`src/pkg/psw_pkg.sv`:
```
// Constants for the status word, mode codes, vector offsets and register map.
package psw_pkg;
  localparam int          PSW_W         = 32;
  localparam int          BIT_IRQ_MASK  = 7;
  localparam int          BIT_FIQ_MASK  = 6;
  localparam int          BIT_STATE     = 5;
  localparam int          MODE_LO       = 0;
  localparam int          MODE_HI       = 4;
  localparam int          FLAG_LO       = 28;
  localparam int          FLAG_HI       = 31;
  localparam logic [31:0] PSW_WMASK     = 32'hF00000FF;
  localparam logic [31:0] PSW_RESET     = 32'h000000D3;

  typedef enum logic [4:0] {
    MODE_USER = 5'h10,
    MODE_FIQ  = 5'h11,
    MODE_IRQ  = 5'h12,
    MODE_SUPV = 5'h13,
    MODE_ABRT = 5'h17,
    MODE_ILLG = 5'h1B,
    MODE_OS   = 5'h1F
  } cpu_mode_t;

  localparam logic [31:0] VEC_BASE_LOW  = 32'h00000000;
  localparam logic [31:0] VEC_BASE_HIGH = 32'hFFFF0000;
  localparam logic [7:0]  VOFF_RESET    = 8'h00;
  localparam logic [7:0]  VOFF_ILLEGAL  = 8'h04;
  localparam logic [7:0]  VOFF_TRAP     = 8'h08;
  localparam logic [7:0]  VOFF_PREFETCH = 8'h0C;
  localparam logic [7:0]  VOFF_DATA     = 8'h10;
  localparam logic [7:0]  VOFF_RESERVED = 8'h14;
  localparam logic [7:0]  VOFF_IRQ      = 8'h18;
  localparam logic [7:0]  VOFF_FIQ      = 8'h1C;

  // Avalon byte addresses.
  localparam logic [3:0]  ADDR_PSW      = 4'h0;
  localparam logic [3:0]  ADDR_CTRL     = 4'h4;
  localparam logic [3:0]  ADDR_SP       = 4'h8;
  localparam logic [3:0]  ADDR_VECTOR   = 4'hC;
  localparam int          CTRL_HIVEC    = 0;
  localparam int          BANKS         = 6;
  localparam logic [2:0]  BANK_USER     = 3'd0;
  localparam logic [2:0]  BANK_FIQ      = 3'd1;
  localparam logic [2:0]  BANK_IRQ      = 3'd2;
  localparam logic [2:0]  BANK_SUPV     = 3'd3;
  localparam logic [2:0]  BANK_ABRT     = 3'd4;
  localparam logic [2:0]  BANK_ILLG     = 3'd5;
endpackage : psw_pkg

```
`src/rtl/cpu_mode_exception_control.sv`:
```
// Status word, banked stack pointers and prioritised exception entry.
// Function
// - Status bit 7 set masks normal interrupts.
// - Status bit 6 set masks fast interrupts.
// - Status bit 5 selects compact 16-bit (1) or 32-bit (0) instruction state.
// - Status bits 4:0 encode the seven execution modes.
// - Status bits 27:8 are reserved, read zero, hold no function.
// - Status bits 31:28 hold negative, zero, carry and overflow flags.
// - Priority: reset, data abort, fast, normal, prefetch abort, undefined or trap.
// - Trap and undefined share the lowest level and never coincide.
// - Vector base is 0000_0000h, or FFFF_0000h when high vectors are selected, except for the reset entry.
// - Reset fetches offset 0h in supervisor mode with both masks set.
// - Undefined goes to 04h, undefined mode, normal mask set.
// - Trap goes to 08h, supervisor mode, normal mask set.
// - Prefetch abort goes to 0Ch, abort mode, normal mask set.
// - Data abort goes to 10h, abort mode, normal mask set.
// - Normal interrupt goes to 18h, normal-interrupt mode, normal mask set.
// - Mode writes reach privileged modes only from privileged modes; user leaves only by exception entry.
// - Each mode change switches to that mode's banked stack pointer; MODE_OS shares the user bank.
// - Branch-exchange updates the instruction state bit.
module cpu_mode_exception_control
  import psw_pkg::*;
(
  input  wire logic        clk_sys,           // System clock, 50 MHz.
  input  wire logic        resetn,            // Asynchronous reset, active low.
  input  wire logic [3:0]  avs_address,       // Register byte address.
  input  wire logic        avs_read,          // Read request.
  input  wire logic        avs_write,         // Write request.
  input  wire logic [31:0] avs_writedata,     // Write data.
  input  wire logic [3:0]  avs_byteenable,    // Byte lanes of a write.
  output logic      [31:0] avs_readdata,      // Read data.
  output logic             avs_waitrequest,   // Stall until the answer stands.
  input  wire logic        fiq_req,           // Fast interrupt request pin.
  input  wire logic        irq_req,           // Normal interrupt request pin.
  input  wire logic        high_vector_select,// High vector strap pin.
  input  wire logic        data_abort,        // Data access could not complete.
  input  wire logic        prefetch_abort,    // Fetch could not complete.
  input  wire logic        illegal_opcode,    // Undefined instruction seen.
  input  wire logic        software_trap,     // Trap instruction executed.
  input  wire logic        branch_exchange,   // Branch-exchange executed.
  input  wire logic        bx_target_state,   // New state bit for branch-exchange.
  input  wire logic        flags_we,          // Load condition flags from the ALU.
  input  wire logic [3:0]  alu_flags,         // Negative, zero, carry, overflow.
  input  wire logic        mode_we,           // Pipeline request to change mode.
  input  wire logic [4:0]  mode_new,          // Requested mode code.
  input  wire logic [31:0] return_addr,       // Return address for entry.
  output logic      [31:0] psw_out,           // Current status word.
  output logic      [31:0] stack_pointer,     // Active banked stack pointer.
  output logic             vector_valid,      // One-cycle fetch redirect pulse.
  output logic      [31:0] vector_addr,       // Fetch address on redirect.
  output logic      [31:0] saved_psw,         // Saved status of the target mode.
  output logic      [31:0] saved_return       // Saved return of the target mode.
);

  logic        fiq_s1_q, fiq_q, irq_s1_q, irq_q, hv_s1_q, hv_q;
  logic [31:0] psw_q, psw_d;
  logic        hivec_ctrl_q;
  logic        entry_pend_q;
  logic [31:0] sp_bank_q [BANKS];
  logic [31:0] spsr_q [BANKS];
  logic [31:0] ret_q [BANKS];
  logic        take_d;
  logic [4:0]  mode_d;
  logic [7:0]  voff_d;
  logic        set_fiq_mask_d;
  logic        rd_pend_q;

  // Pins from other sources pass two flops before any logic looks at them.
  always_ff @(posedge clk_sys or negedge resetn) begin
    if (!resetn) begin
      fiq_s1_q <= 1'b0;
      fiq_q    <= 1'b0;
      irq_s1_q <= 1'b0;
      irq_q    <= 1'b0;
      hv_s1_q  <= 1'b0;
      hv_q     <= 1'b0;
    end else begin
      fiq_s1_q <= fiq_req;
      fiq_q    <= fiq_s1_q;
      irq_s1_q <= irq_req;
      irq_q    <= irq_s1_q;
      hv_s1_q  <= high_vector_select;
      hv_q     <= hv_s1_q;
    end
  end

  function automatic logic [2:0] bank_of(input logic [4:0] m);
    logic [2:0] b;
    b = BANK_USER;
    unique case (m)
      MODE_FIQ:  b = BANK_FIQ;
      MODE_IRQ:  b = BANK_IRQ;
      MODE_SUPV: b = BANK_SUPV;
      MODE_ABRT: b = BANK_ABRT;
      MODE_ILLG: b = BANK_ILLG;
      default:   b = BANK_USER;
    endcase
    return b;
  endfunction : bank_of

  // Exception selection, highest first; reset is handled by the entry pending flag.
  // Interrupt levels use the synchronised copies, so they act two cycles after the pin moves.
  always_comb begin
    take_d         = 1'b1;
    mode_d         = MODE_SUPV;
    voff_d         = VOFF_RESET;
    set_fiq_mask_d = 1'b1;
    if (entry_pend_q) begin
      mode_d = MODE_SUPV;
    end else if (data_abort) begin
      mode_d = MODE_ABRT;
      voff_d = VOFF_DATA;
      set_fiq_mask_d = 1'b0;
    end else if (fiq_q && !psw_q[BIT_FIQ_MASK]) begin
      mode_d = MODE_FIQ;
      voff_d = VOFF_FIQ;
    end else if (irq_q && !psw_q[BIT_IRQ_MASK]) begin
      mode_d = MODE_IRQ;
      voff_d = VOFF_IRQ;
      set_fiq_mask_d = 1'b0;
    end else if (prefetch_abort) begin
      mode_d = MODE_ABRT;
      voff_d = VOFF_PREFETCH;
      set_fiq_mask_d = 1'b0;
    end else if (illegal_opcode) begin
      mode_d = MODE_ILLG;
      voff_d = VOFF_ILLEGAL;
      set_fiq_mask_d = 1'b0;
    end else if (software_trap) begin
      mode_d = MODE_SUPV;
      voff_d = VOFF_TRAP;
      set_fiq_mask_d = 1'b0;
    end else begin
      take_d = 1'b0;
    end
  end

  // A mode write from user mode into a privileged mode is ignored.
  function automatic logic mode_ok(input logic [4:0] cur, input logic [4:0] nxt);
    logic ok;
    ok = 1'b0;
    unique case (nxt)
      MODE_USER, MODE_FIQ, MODE_IRQ, MODE_SUPV,
      MODE_ABRT, MODE_ILLG, MODE_OS: ok = (cur != MODE_USER) || (nxt == MODE_USER);
      default: ok = 1'b0;
    endcase
    return ok;
  endfunction : mode_ok

  // Writes land on the edge that samples waitrequest low, the last edge the master holds for.
  logic sw_psw_wr;
  logic sp_wr;
  assign sw_psw_wr = avs_write && !avs_waitrequest && (avs_address == ADDR_PSW);
  assign sp_wr     = avs_write && !avs_waitrequest && (avs_address == ADDR_SP);

  // Exception entry wins over every other writer of the status word in the same cycle.
  always_comb begin
    psw_d = psw_q;
    if (take_d) begin
      psw_d[MODE_HI:MODE_LO] = mode_d;
      psw_d[BIT_IRQ_MASK]    = 1'b1;
      psw_d[BIT_STATE]       = 1'b0;
      if (set_fiq_mask_d) begin
        psw_d[BIT_FIQ_MASK] = 1'b1;
      end
    end else begin
      if (flags_we) begin
        psw_d[FLAG_HI:FLAG_LO] = alu_flags;
      end
      if (branch_exchange) begin
        psw_d[BIT_STATE] = bx_target_state;
      end
      if (mode_we && mode_ok(psw_q[MODE_HI:MODE_LO], mode_new)) begin
        psw_d[MODE_HI:MODE_LO] = mode_new;
      end
      if (sw_psw_wr && (psw_q[MODE_HI:MODE_LO] != MODE_USER)
          && mode_ok(psw_q[MODE_HI:MODE_LO], avs_writedata[MODE_HI:MODE_LO])) begin
        for (int i = 0; i < 4; i++) begin
          if (avs_byteenable[i]) begin
            psw_d[i*8 +: 8] = avs_writedata[i*8 +: 8];
          end
        end
      end
    end
    psw_d = psw_d & PSW_WMASK;
  end

  always_ff @(posedge clk_sys or negedge resetn) begin
    if (!resetn) begin
      psw_q        <= PSW_RESET;
      entry_pend_q <= 1'b1;
    end else begin
      psw_q        <= psw_d;
      entry_pend_q <= 1'b0;
    end
  end

  // Saved status and return address land in the target mode's bank.
  always_ff @(posedge clk_sys or negedge resetn) begin
    if (!resetn) begin
      for (int i = 0; i < BANKS; i++) begin
        spsr_q[i] <= '0;
        ret_q[i]  <= '0;
      end
    end else if (take_d) begin
      spsr_q[bank_of(mode_d)] <= psw_q;
      ret_q[bank_of(mode_d)]  <= return_addr;
    end
  end

  // Fetch redirect; offset 14h is never produced by the selector.
  // Between entries the saved copies follow the bank of the mode in force, as the pointer does.
  always_ff @(posedge clk_sys or negedge resetn) begin
    if (!resetn) begin
      vector_valid <= 1'b0;
      vector_addr  <= VEC_BASE_LOW;
      saved_psw    <= '0;
      saved_return <= '0;
    end else begin
      vector_valid <= take_d;
      if (take_d) begin
        vector_addr  <= ((hv_q || hivec_ctrl_q) ? VEC_BASE_HIGH : VEC_BASE_LOW)
                        | {24'h000000, voff_d};
        saved_psw    <= psw_q;
        saved_return <= return_addr;
      end else begin
        saved_psw    <= spsr_q[bank_of(psw_d[MODE_HI:MODE_LO])];
        saved_return <= ret_q[bank_of(psw_d[MODE_HI:MODE_LO])];
      end
    end
  end

  // Stack pointers are written by software in the current mode's bank.
  always_ff @(posedge clk_sys or negedge resetn) begin
    if (!resetn) begin
      for (int i = 0; i < BANKS; i++) begin
        sp_bank_q[i] <= '0;
      end
    end else if (sp_wr) begin
      sp_bank_q[bank_of(psw_q[MODE_HI:MODE_LO])] <= avs_writedata;
    end
  end

  // The active pointer is loaded with the status word, so both change on the same edge.
  // It lags one cycle behind a software write to the bank that is already active.
  always_ff @(posedge clk_sys or negedge resetn) begin
    if (!resetn) begin
      stack_pointer <= '0;
      psw_out       <= PSW_RESET;
    end else begin
      stack_pointer <= sp_bank_q[bank_of(psw_d[MODE_HI:MODE_LO])];
      psw_out       <= psw_d;
    end
  end

  // Control register; the high vector bit resets to zero and is written by software.
  always_ff @(posedge clk_sys or negedge resetn) begin
    if (!resetn) begin
      hivec_ctrl_q <= 1'b0;
    end else if (avs_write && !avs_waitrequest && (avs_address == ADDR_CTRL)
                 && avs_byteenable[0]) begin
      hivec_ctrl_q <= avs_writedata[CTRL_HIVEC];
    end
  end

  // Every access waits one cycle, then completes; unmapped reads return zero.
  // Read data is captured on the accepting edge and stands through the completion edge.
  always_ff @(posedge clk_sys or negedge resetn) begin
    if (!resetn) begin
      avs_waitrequest <= 1'b1;
      avs_readdata    <= '0;
      rd_pend_q       <= 1'b0;
    end else begin
      rd_pend_q <= 1'b0;
      if ((avs_read || avs_write) && avs_waitrequest && !rd_pend_q) begin
        avs_waitrequest <= 1'b0;
        rd_pend_q       <= 1'b1;
        unique case (avs_address)
          ADDR_PSW:    avs_readdata <= psw_q;
          ADDR_CTRL:   avs_readdata <= {31'h00000000, hivec_ctrl_q};
          ADDR_SP:     avs_readdata <= sp_bank_q[bank_of(psw_q[MODE_HI:MODE_LO])];
          ADDR_VECTOR: avs_readdata <= vector_addr;
          default:     avs_readdata <= '0;
        endcase
      end else begin
        avs_waitrequest <= 1'b1;
      end
    end
  end

  // Entry checks on the vector, the new status word and, for carried masks, the one that it replaced.
  cause_order_a : assert property (@(posedge clk_sys) disable iff (!resetn)
    (data_abort && !entry_pend_q) |=> (vector_addr[7:0] == VOFF_DATA))
    else $error("data abort did not win");
  irq_masked_a : assert property (@(posedge clk_sys) disable iff (!resetn)
    vector_valid |-> psw_out[BIT_IRQ_MASK])
    else $error("normal mask not set on entry");
  fiq_entry_a : assert property (@(posedge clk_sys) disable iff (!resetn)
    (vector_valid && vector_addr[7:0] == VOFF_FIQ) |-> psw_out[BIT_FIQ_MASK]
      && psw_out[MODE_HI:MODE_LO] == MODE_FIQ)
    else $error("fast entry wrong");
  reset_entry_a : assert property (@(posedge clk_sys) disable iff (!resetn)
    (vector_valid && vector_addr[7:0] == VOFF_RESET)
      |-> psw_out[MODE_HI:MODE_LO] == MODE_SUPV
      && psw_out[BIT_IRQ_MASK] && psw_out[BIT_FIQ_MASK])
    else $error("reset entry wrong");
  illegal_entry_a : assert property (@(posedge clk_sys) disable iff (!resetn)
    (vector_valid && vector_addr[7:0] == VOFF_ILLEGAL)
      |-> psw_out[MODE_HI:MODE_LO] == MODE_ILLG
      && psw_out[BIT_FIQ_MASK] == $past(psw_q[BIT_FIQ_MASK]))
    else $error("undefined entry wrong");
  trap_entry_a : assert property (@(posedge clk_sys) disable iff (!resetn)
    (vector_valid && vector_addr[7:0] == VOFF_TRAP)
      |-> psw_out[MODE_HI:MODE_LO] == MODE_SUPV
      && psw_out[BIT_FIQ_MASK] == $past(psw_q[BIT_FIQ_MASK]))
    else $error("trap entry wrong");
  abort_entry_a : assert property (@(posedge clk_sys) disable iff (!resetn)
    (vector_valid && (vector_addr[7:0] == VOFF_PREFETCH || vector_addr[7:0] == VOFF_DATA))
      |-> psw_out[MODE_HI:MODE_LO] == MODE_ABRT
      && psw_out[BIT_FIQ_MASK] == $past(psw_q[BIT_FIQ_MASK]))
    else $error("abort entry wrong");
  irq_entry_a : assert property (@(posedge clk_sys) disable iff (!resetn)
    (vector_valid && vector_addr[7:0] == VOFF_IRQ)
      |-> psw_out[MODE_HI:MODE_LO] == MODE_IRQ && !$past(psw_q[BIT_IRQ_MASK])
      && psw_out[BIT_FIQ_MASK] == $past(psw_q[BIT_FIQ_MASK]))
    else $error("normal interrupt entry wrong");
  fiq_unmasked_a : assert property (@(posedge clk_sys) disable iff (!resetn)
    (vector_valid && vector_addr[7:0] == VOFF_FIQ) |-> !$past(psw_q[BIT_FIQ_MASK]))
    else $error("masked fast interrupt taken");
  state_clear_a : assert property (@(posedge clk_sys) disable iff (!resetn)
    vector_valid |-> !psw_out[BIT_STATE])
    else $error("state bit not cleared on entry");
  vector_base_a : assert property (@(posedge clk_sys) disable iff (!resetn)
    vector_valid |-> vector_addr[31:8]
      == ($past(hv_q || hivec_ctrl_q) ? VEC_BASE_HIGH[31:8] : VEC_BASE_LOW[31:8]))
    else $error("vector base wrong");
  no_reserved_a : assert property (@(posedge clk_sys) disable iff (!resetn)
    vector_valid |-> vector_addr[7:0] != VOFF_RESERVED)
    else $error("reserved vector used");

  // Status word fields, mode changes outside entry and the active pointer.
  reserved_zero_a : assert property (@(posedge clk_sys) disable iff (!resetn)
    psw_out[27:8] == 20'h00000)
    else $error("reserved bits set");
  user_priv_a : assert property (@(posedge clk_sys) disable iff (!resetn)
    ($past(psw_out[MODE_HI:MODE_LO]) == MODE_USER && !vector_valid)
      |-> psw_out[MODE_HI:MODE_LO] == MODE_USER)
    else $error("user escaped without exception");
  flag_load_a : assert property (@(posedge clk_sys) disable iff (!resetn)
    (flags_we && !take_d) |=> psw_out[FLAG_HI:FLAG_LO] == $past(alu_flags))
    else $error("flags not loaded");
  state_bit_a : assert property (@(posedge clk_sys) disable iff (!resetn)
    (branch_exchange && !take_d) |=> psw_out[BIT_STATE] == $past(bx_target_state))
    else $error("state bit not updated");
  sp_select_a : assert property (@(posedge clk_sys) disable iff (!resetn)
    !$past(sp_wr) |-> stack_pointer == sp_bank_q[bank_of(psw_out[MODE_HI:MODE_LO])])
    else $error("stack pointer bank wrong");

  // Bus handshake: one wait state, then a single-cycle answer.
  bus_answer_a : assert property (@(posedge clk_sys) disable iff (!resetn)
    !avs_waitrequest |-> $past(avs_read || avs_write))
    else $error("answer without request");
  wait_one_a : assert property (@(posedge clk_sys) disable iff (!resetn)
    !avs_waitrequest |=> avs_waitrequest)
    else $error("answer held too long");

endmodule : cpu_mode_exception_control

```
`config.mk`:
```
export PLATFORM = sky130hd
export DESIGN_NAME = cpu_mode_exception_control
export DESIGN_NICKNAME = d
export VERILOG_FILES = /design/src/pkg/psw_pkg.sv /design/src/rtl/cpu_mode_exception_control.sv
export SDC_FILE = /design/constraint.sdc
export NUM_CORES = 1
export LEC_CHECK = 0
export BUFFER_PORTS_ARGS = -buffer_cell sky130_fd_sc_hd__clkbuf_2
export CAP_MARGIN = 25
export CORE_MARGIN = 8
export CORE_UTILIZATION = 45
export CTS_CLUSTER_DIAMETER = 30
export CTS_CLUSTER_SIZE = 40
export DETAILED_ROUTE_END_ITERATION = 12
export PLACE_DENSITY_LB_ADDON = 0.2
export SKIP_LAST_GASP = 1
export SLEW_MARGIN = 20
export SYNTH_ARGS = -nofsm -noshare
export SYNTH_HDL_FRONTEND = slang
export SYNTH_SLANG_ARGS = --single-unit
```
`constraint.sdc`:
```
create_clock -name clk_sys -period 6.9 [get_ports clk_sys]
set_input_delay 0.69 -clock clk_sys [delete_from_list [all_inputs] [get_ports clk_sys]]
set_output_delay 0.69 -clock clk_sys [all_outputs]
set_load 0.01 [all_outputs]
```
After elaboration in Yosys (flattened, before gate mapping)

Index checks and enable logic that the tools add are counted.

$add $sub $neg: 0
Multiply operators: 0
Div/mod/pow operators: 0
Magnitude comparators: 7
Equality and inequality tests: 34
Shifts and indexed selects: 0
Muxes and demuxes: 74
Bitwise operators: 6
Reduce and logical (&&, ||, !) cells: 29

Operators by type and width:

| cell               | count |
|---|---|
| $bwmux 192         | 3 |
| $mux 32            | 14 |
| $bmux 32 s3        | 4 |
| $demux 32 s3       | 2 |
| $eq 5x5->1 const B | 29 |
| $pmux 32 s4        | 1 |
| $mux 8             | 6 |
| $pmux 3 s5         | 3 |
| $mux 4             | 8 |
| $or 32x8->32       | 1 |
| $mux 5             | 6 |
| $mux 1             | 22 |
| $ge 4x4->1 const B | 5 |
| $not 3->4          | 5 |
| $mux 3             | 5 |
| $logic_and 1x1->1  | 14 |
| $reduce_or 7->1    | 2 |
| $eq 4x4->1 const B | 2 |
| $lt 4x1->1 const B | 2 |
| $ne 5x5->1 const B | 1 |
| $eq 4x3->1 const B | 1 |
| $logic_not 1->1    | 4 |
| $logic_not 4->1    | 1 |
| $logic_or 1x1->1   | 4 |
| other kinds (4)    | 5 |

Flip-flop bits (word level): 759
Latch bits: 0
RAM bits: 0
Bits in read-only memories: 0
Bits of input ports: 96
Output and inout port bits: 194
Word-level logic and storage cells: 188
Memories kept: 0

Longest topological paths before layout

Word-level depth: 21
Depth in mapped cells: 14
Gate-level depth less buffers: 10

Least setup slack after synthesis

Ideal clock, no wire load.

Path type: input -> register
From: input avs_address[2]
To: register stack_pointer[0]
Setup time: 0.136 ns
Arrival: 2.973 ns
Data required time: 6.764 ns
Path slack: 3.791 ns
Cell stages on the path: 12
Path buffers: 4
Path through: buf_6 -> nor4_4 -> and3_2 -> nand2_1 -> buf_6 -> a31o_1 -> nor3_4 -> a21oi_2 -> buf_2 -> buf_2 -> a222oi_1 -> mux2i_1

Cells in the longest elaborated chain, start to end: 12
Elaborated cells on any way between the ends: 16
Those cells by class: 5 x eq/ne; 6 x mux; 1 x bitwise; 4 x reduce/logical

RTL lines:

| element                                         | line                              | RTL |
|---|---|---|
| from (decl)                                     | cpu_mode_exception_control.sv:26  | `input wire logic [3:0] avs_address,` |
| $logic_not 4->1 (*)                             | cpu_mode_exception_control.sv:153 | `assign sw_psw_wr = avs_write && !avs_waitrequest && (avs_address == ADDR_PSW);` |
| $logic_and 1x1->1 (*)                           | cpu_mode_exception_control.sv:153 |  |
| $logic_and 1x1->1 (*)                           | cpu_mode_exception_control.sv:176 | `if (sw_psw_wr && (psw_q[MODE_HI:MODE_LO] != MODE_USER)` |
| $logic_and 1x1->1 (*)                           | cpu_mode_exception_control.sv:177 | `&& mode_ok(psw_q[MODE_HI:MODE_LO], avs_writedata[MODE_HI:MODE_LO])) begin` |
| $mux 32 (*)                                     | cpu_mode_exception_control.sv:176 |  |
| $mux 8 (*)                                      | cpu_mode_exception_control.sv:159 | `if (take_d) begin` |
| $eq 5x5->1                                      | cpu_mode_exception_control.sv:90  | `unique case (m)` |
| $pmux 3 s5 (*)                                  | cpu_mode_exception_control.sv:90  |  |
| $not 3->4 (not written as such) (*)             | cpu_mode_exception_control.sv:251 | `stack_pointer <= sp_bank_q[bank_of(psw_d[MODE_HI:MODE_LO])];` |
| $bmux 32 s3 (*)                                 | cpu_mode_exception_control.sv:251 |  |
| $mux 32 (not written as such) (*) (2 in series) | cpu_mode_exception_control.sv:251 |  |
| to (signal assigned)                            | cpu_mode_exception_control.sv:251 |  |
| to (decl)                                       | cpu_mode_exception_control.sv:48  | `output logic [31:0] stack_pointer,` |

Mark *: on every way between the ends. The rest lies on a longest branch, timed or not. The select of a mux whose other input is x is not followed.
A chain may end at the register's enable or synchronous reset.

==> summary.md <==
| Metric | Value |
|---|---|
| Setup Crit Path Kind | flop to flop |
| Clock tree buffer depth | 3 |
| Max-slew violation count | 0 |
| Cts repair resizes | 0 |
| Predominant post-synthesis flop cell | dfrtp_1 |
| Antenna Nets Post-Route | 0 |
| CP endpoint kind | flop |
| Yosys warnings | 0 |
| Worst-path clk slew | 0.05 ns |
| Core box area | 58900 um^2 |
| Seq/Total Area, Yosys | 0.553 |
| Postcts setup bufs | 0 |
| Avg Synthesized Cell Area | 11.4 um^2 |
| Synth unique cells | 70 |
| Switching part of the total | 0.247 |
| Synth async-reset ratio | 1.00 |
| Layout cells sized above 1 | 0.355 |
| Final period utilization | 0.713 |
| Hold crit path type | input pin to flop |
| Worst endpoint required time | 7.47 ns |
| Syn Std Cell Area | 26800 um^2 |
| #FFs+latches synth | 591 |
| Setup violators final | 0 |
| Kind of start point of the critical path | flop |
| Fmax | 203 MHz |
| First-pass GRT wire length | 125000 um |
| CTS sink count | 591 |
| Die Ht | 260 um |
| Crit Path Max Fanout | 66 |
| Clk root buf | clkbuf_16 |
| Register Area | 14800 um^2 |
| Site row count | 89 |
| All-Layer GR Usage | 0.240 |
| Pre-CTS WS | 1.94 ns |
| Hpwl dp | 47100 um |
| Clk_lat worst skew | 0.71 ns |
| # hold bufs at CTS | 0 |
| Data arrival, critical path | 5.49 ns |
| Tmin final | 4.92 ns |
| # fillers | 4855 |
| Clock share of power | 0.584 |
| Initial DRC count | 1726 |
| Clock H-tree levels | 4 |
| Final net count | 2619 |
| Max-Cap Viols | 0 |
| Via-to-Cell Ratio | 5.83 |
| Count leader, synth | dfrtp_1 |
| Largest net degree at the start of global routing | 184 |
| Cell count after synthesis | 2339 |
| Pre-antenna DRT Iters | 6 |
| Vias | 19900 |
| IO Port Bufs | 234 |
| Count of final hold-check violations | 0 |
| Fin Setup TNS | 0 ns |
| VDD IR max | 215 uV |
| Switching power total | 0.00302 W |
| Area added between synthesis and finish | 24.8% |
| Tightest Pin Transition | 0.979 ns |
| Worst Skew | 0.0185 ns |
| Final wirelength | 81200 um |
| Antenna violations before repair | 8 |
| Top cells by area, synth | dfrtp_1, mux2_2, nand2_1 |
| RSZ-0062 raised after global routing | no |
| Clock buffer count from CTS | 142 |
| Worst-path cell chain | nand2b_1 > and4_4 > inv_1 > buf_4 > o41ai_1 > a41o_1 > nor3_2 > nand2_8 > nand2_1 > a221oi_1 > a211oi_1 |
| Worst setup margin | 1.98 ns |
| Worst slew margin relative to its limit | 0.348 |
| Top cells by count, synth | dfrtp_1, nand2_1, mux2_2, clkbuf_1, o21ai_0 |
| Internal power | 0.00921 W |
| DRC violations left | 0 |
| Area of the multi-input gates | 10900 um^2 |
| Die Width | 260 um |
| P per Cell Area | 366 nW/um^2 |
| Top cell type's share of synthesized area | 0.546 |
| Outcome | complete, no violations |
| Vias in the first global route | 21100 |
| WL per Instance | 23.8 um |
| GRT overflow | 0 |
| Starting Density | 0.455 |
| CTS tree | yes |
| Comb pwr share | 0.088 |
| Slowest library cell on the worst path | nand2_1 |
| Reg power frac | 0.328 |
| Pleak | 15.6 nW |
| Synth area leader | dfrtp_1 |
| EDFF count, synth | 0 |
| Max incr delay on CP | 0.74 ns |
| Die area | 67600 um^2 |
| GP Congestion | 0.822 |
| # IOs | 290 |
| Final core utilization | 0.567 |
==> area by class of cell <==
| cell class | instances | share of cell area |
|---|---|---|
| sequential | 591 | 0.443 |
| clock inverter | 81 | 0.0373 |
| inverter | 8 | 0.000899 |
| clock buffer | 179 | 0.119 |
| timing repair buffer | 270 | 0.0452 |
| tap | 773 | 0.0289 |
| antenna | 6 | 0.000449 |
| multi-input combinational | 1510 | 0.326 |
==> worst max-delay path: cells and delay by family, from the launching register on <==
family,cells,cell delay (ns)
AO/OA/AOI/OAI,4,1.35
buffers and inverters,2,0.62
flip-flops,1,0.72
AND/OR/NAND/NOR,5,2.06
==> power groups by stage <==
stage          Clock [W]  Sequential [W]  Combinational, W
2_1_floorplan          0         0.00401          0.000676
3_3_place_gp           0         0.00403           0.00106
3_5_place_dp           0         0.00405           0.00109
4_1_cts          0.00725         0.00400           0.00109
5_1_grt          0.00745         0.00404           0.00118
6_report         0.00714         0.00400           0.00108
==> cell families after synthesis <==
family | Yosys count | share of synthesized area
AOI/OAI and AO/OA | 463 | 0.124
xor gates and xnor gates | 1 | 0.000327
DFF | 591 | 0.553
other | 1 | 0.000140
and+or+nand+nor | 555 | 0.0886
muxes | 437 | 0.181
buffers and inverters | 291 | 0.0541
==> stage by stage <==
step,power (W),std cells,hold WS [ns],area (um^2)
after floorplan,0.00468,2392,0.331,27000
after global placement,0.00509,3151,0.334,28200
after detailed placement,0.00513,3152,0.341,28200
after CTS,0.0123,3412,0.0396,33400
after global routing,0.0127,3416,0.0503,33400
final,0.0122,3418,0.0850,33400
==> path summary, 6_finish.rpt <==
path	cells after the start	endpoint	slack, ns	start
hold reg to reg	0	hv_q	0.34	hv_s1_q
setup / recovery	11	saved_return[31]	1.98	psw_out[6]
min in group asynchronous	1	avs_readdata[19]	0.10	resetn
setup reg to reg	11	saved_return[31]	1.98	psw_out[6]
hold / removal	1	fiq_s1_q	0.08	fiq_req
max in group asynchronous	2	ret_q[2]	5.22	resetn
==> layer usage <==
layer | global-route usage | wire, um | up-vias
li1 | - | - | 8747
met1 | 0.292 | 32700 | 10100
met2 | 0.388 | 39500 | 821
met3 | 0.0623 | 5680 | 212
met4 | 0.129 | 3330 | 4
met5 | 0 | 28 | -
==> cells in the final DEF (no fill, tap or decap), drive strengths merged, types with 12 or more instances in the layout <==
cell and n:
a211oi 18, a21oi 33, a221oi 45, a222oi 22
a22o 45, a22oi 14, a31oi 51, buf 37
bufinv 24, clkbuf 412, clkinv 44, conb 54
dfrtp 584, inv 13, mux2 369, mux2i 68
nand2 376, nand3 69, nor2 58, nor3 12
o211ai 13, o21ai 93, o22a 21, o22ai 48
==> state kept, by name (all words and copies together) (netlist names), 4 cells and up <==
signal,count
sp_bank_q,192
psw_out,12
ret_q,192
stack_pointer,32
saved_return,32
avs_readdata,32
spsr_q,72
vector_addr,4
saved_psw,12
Power figures use the tool's default switching activity.
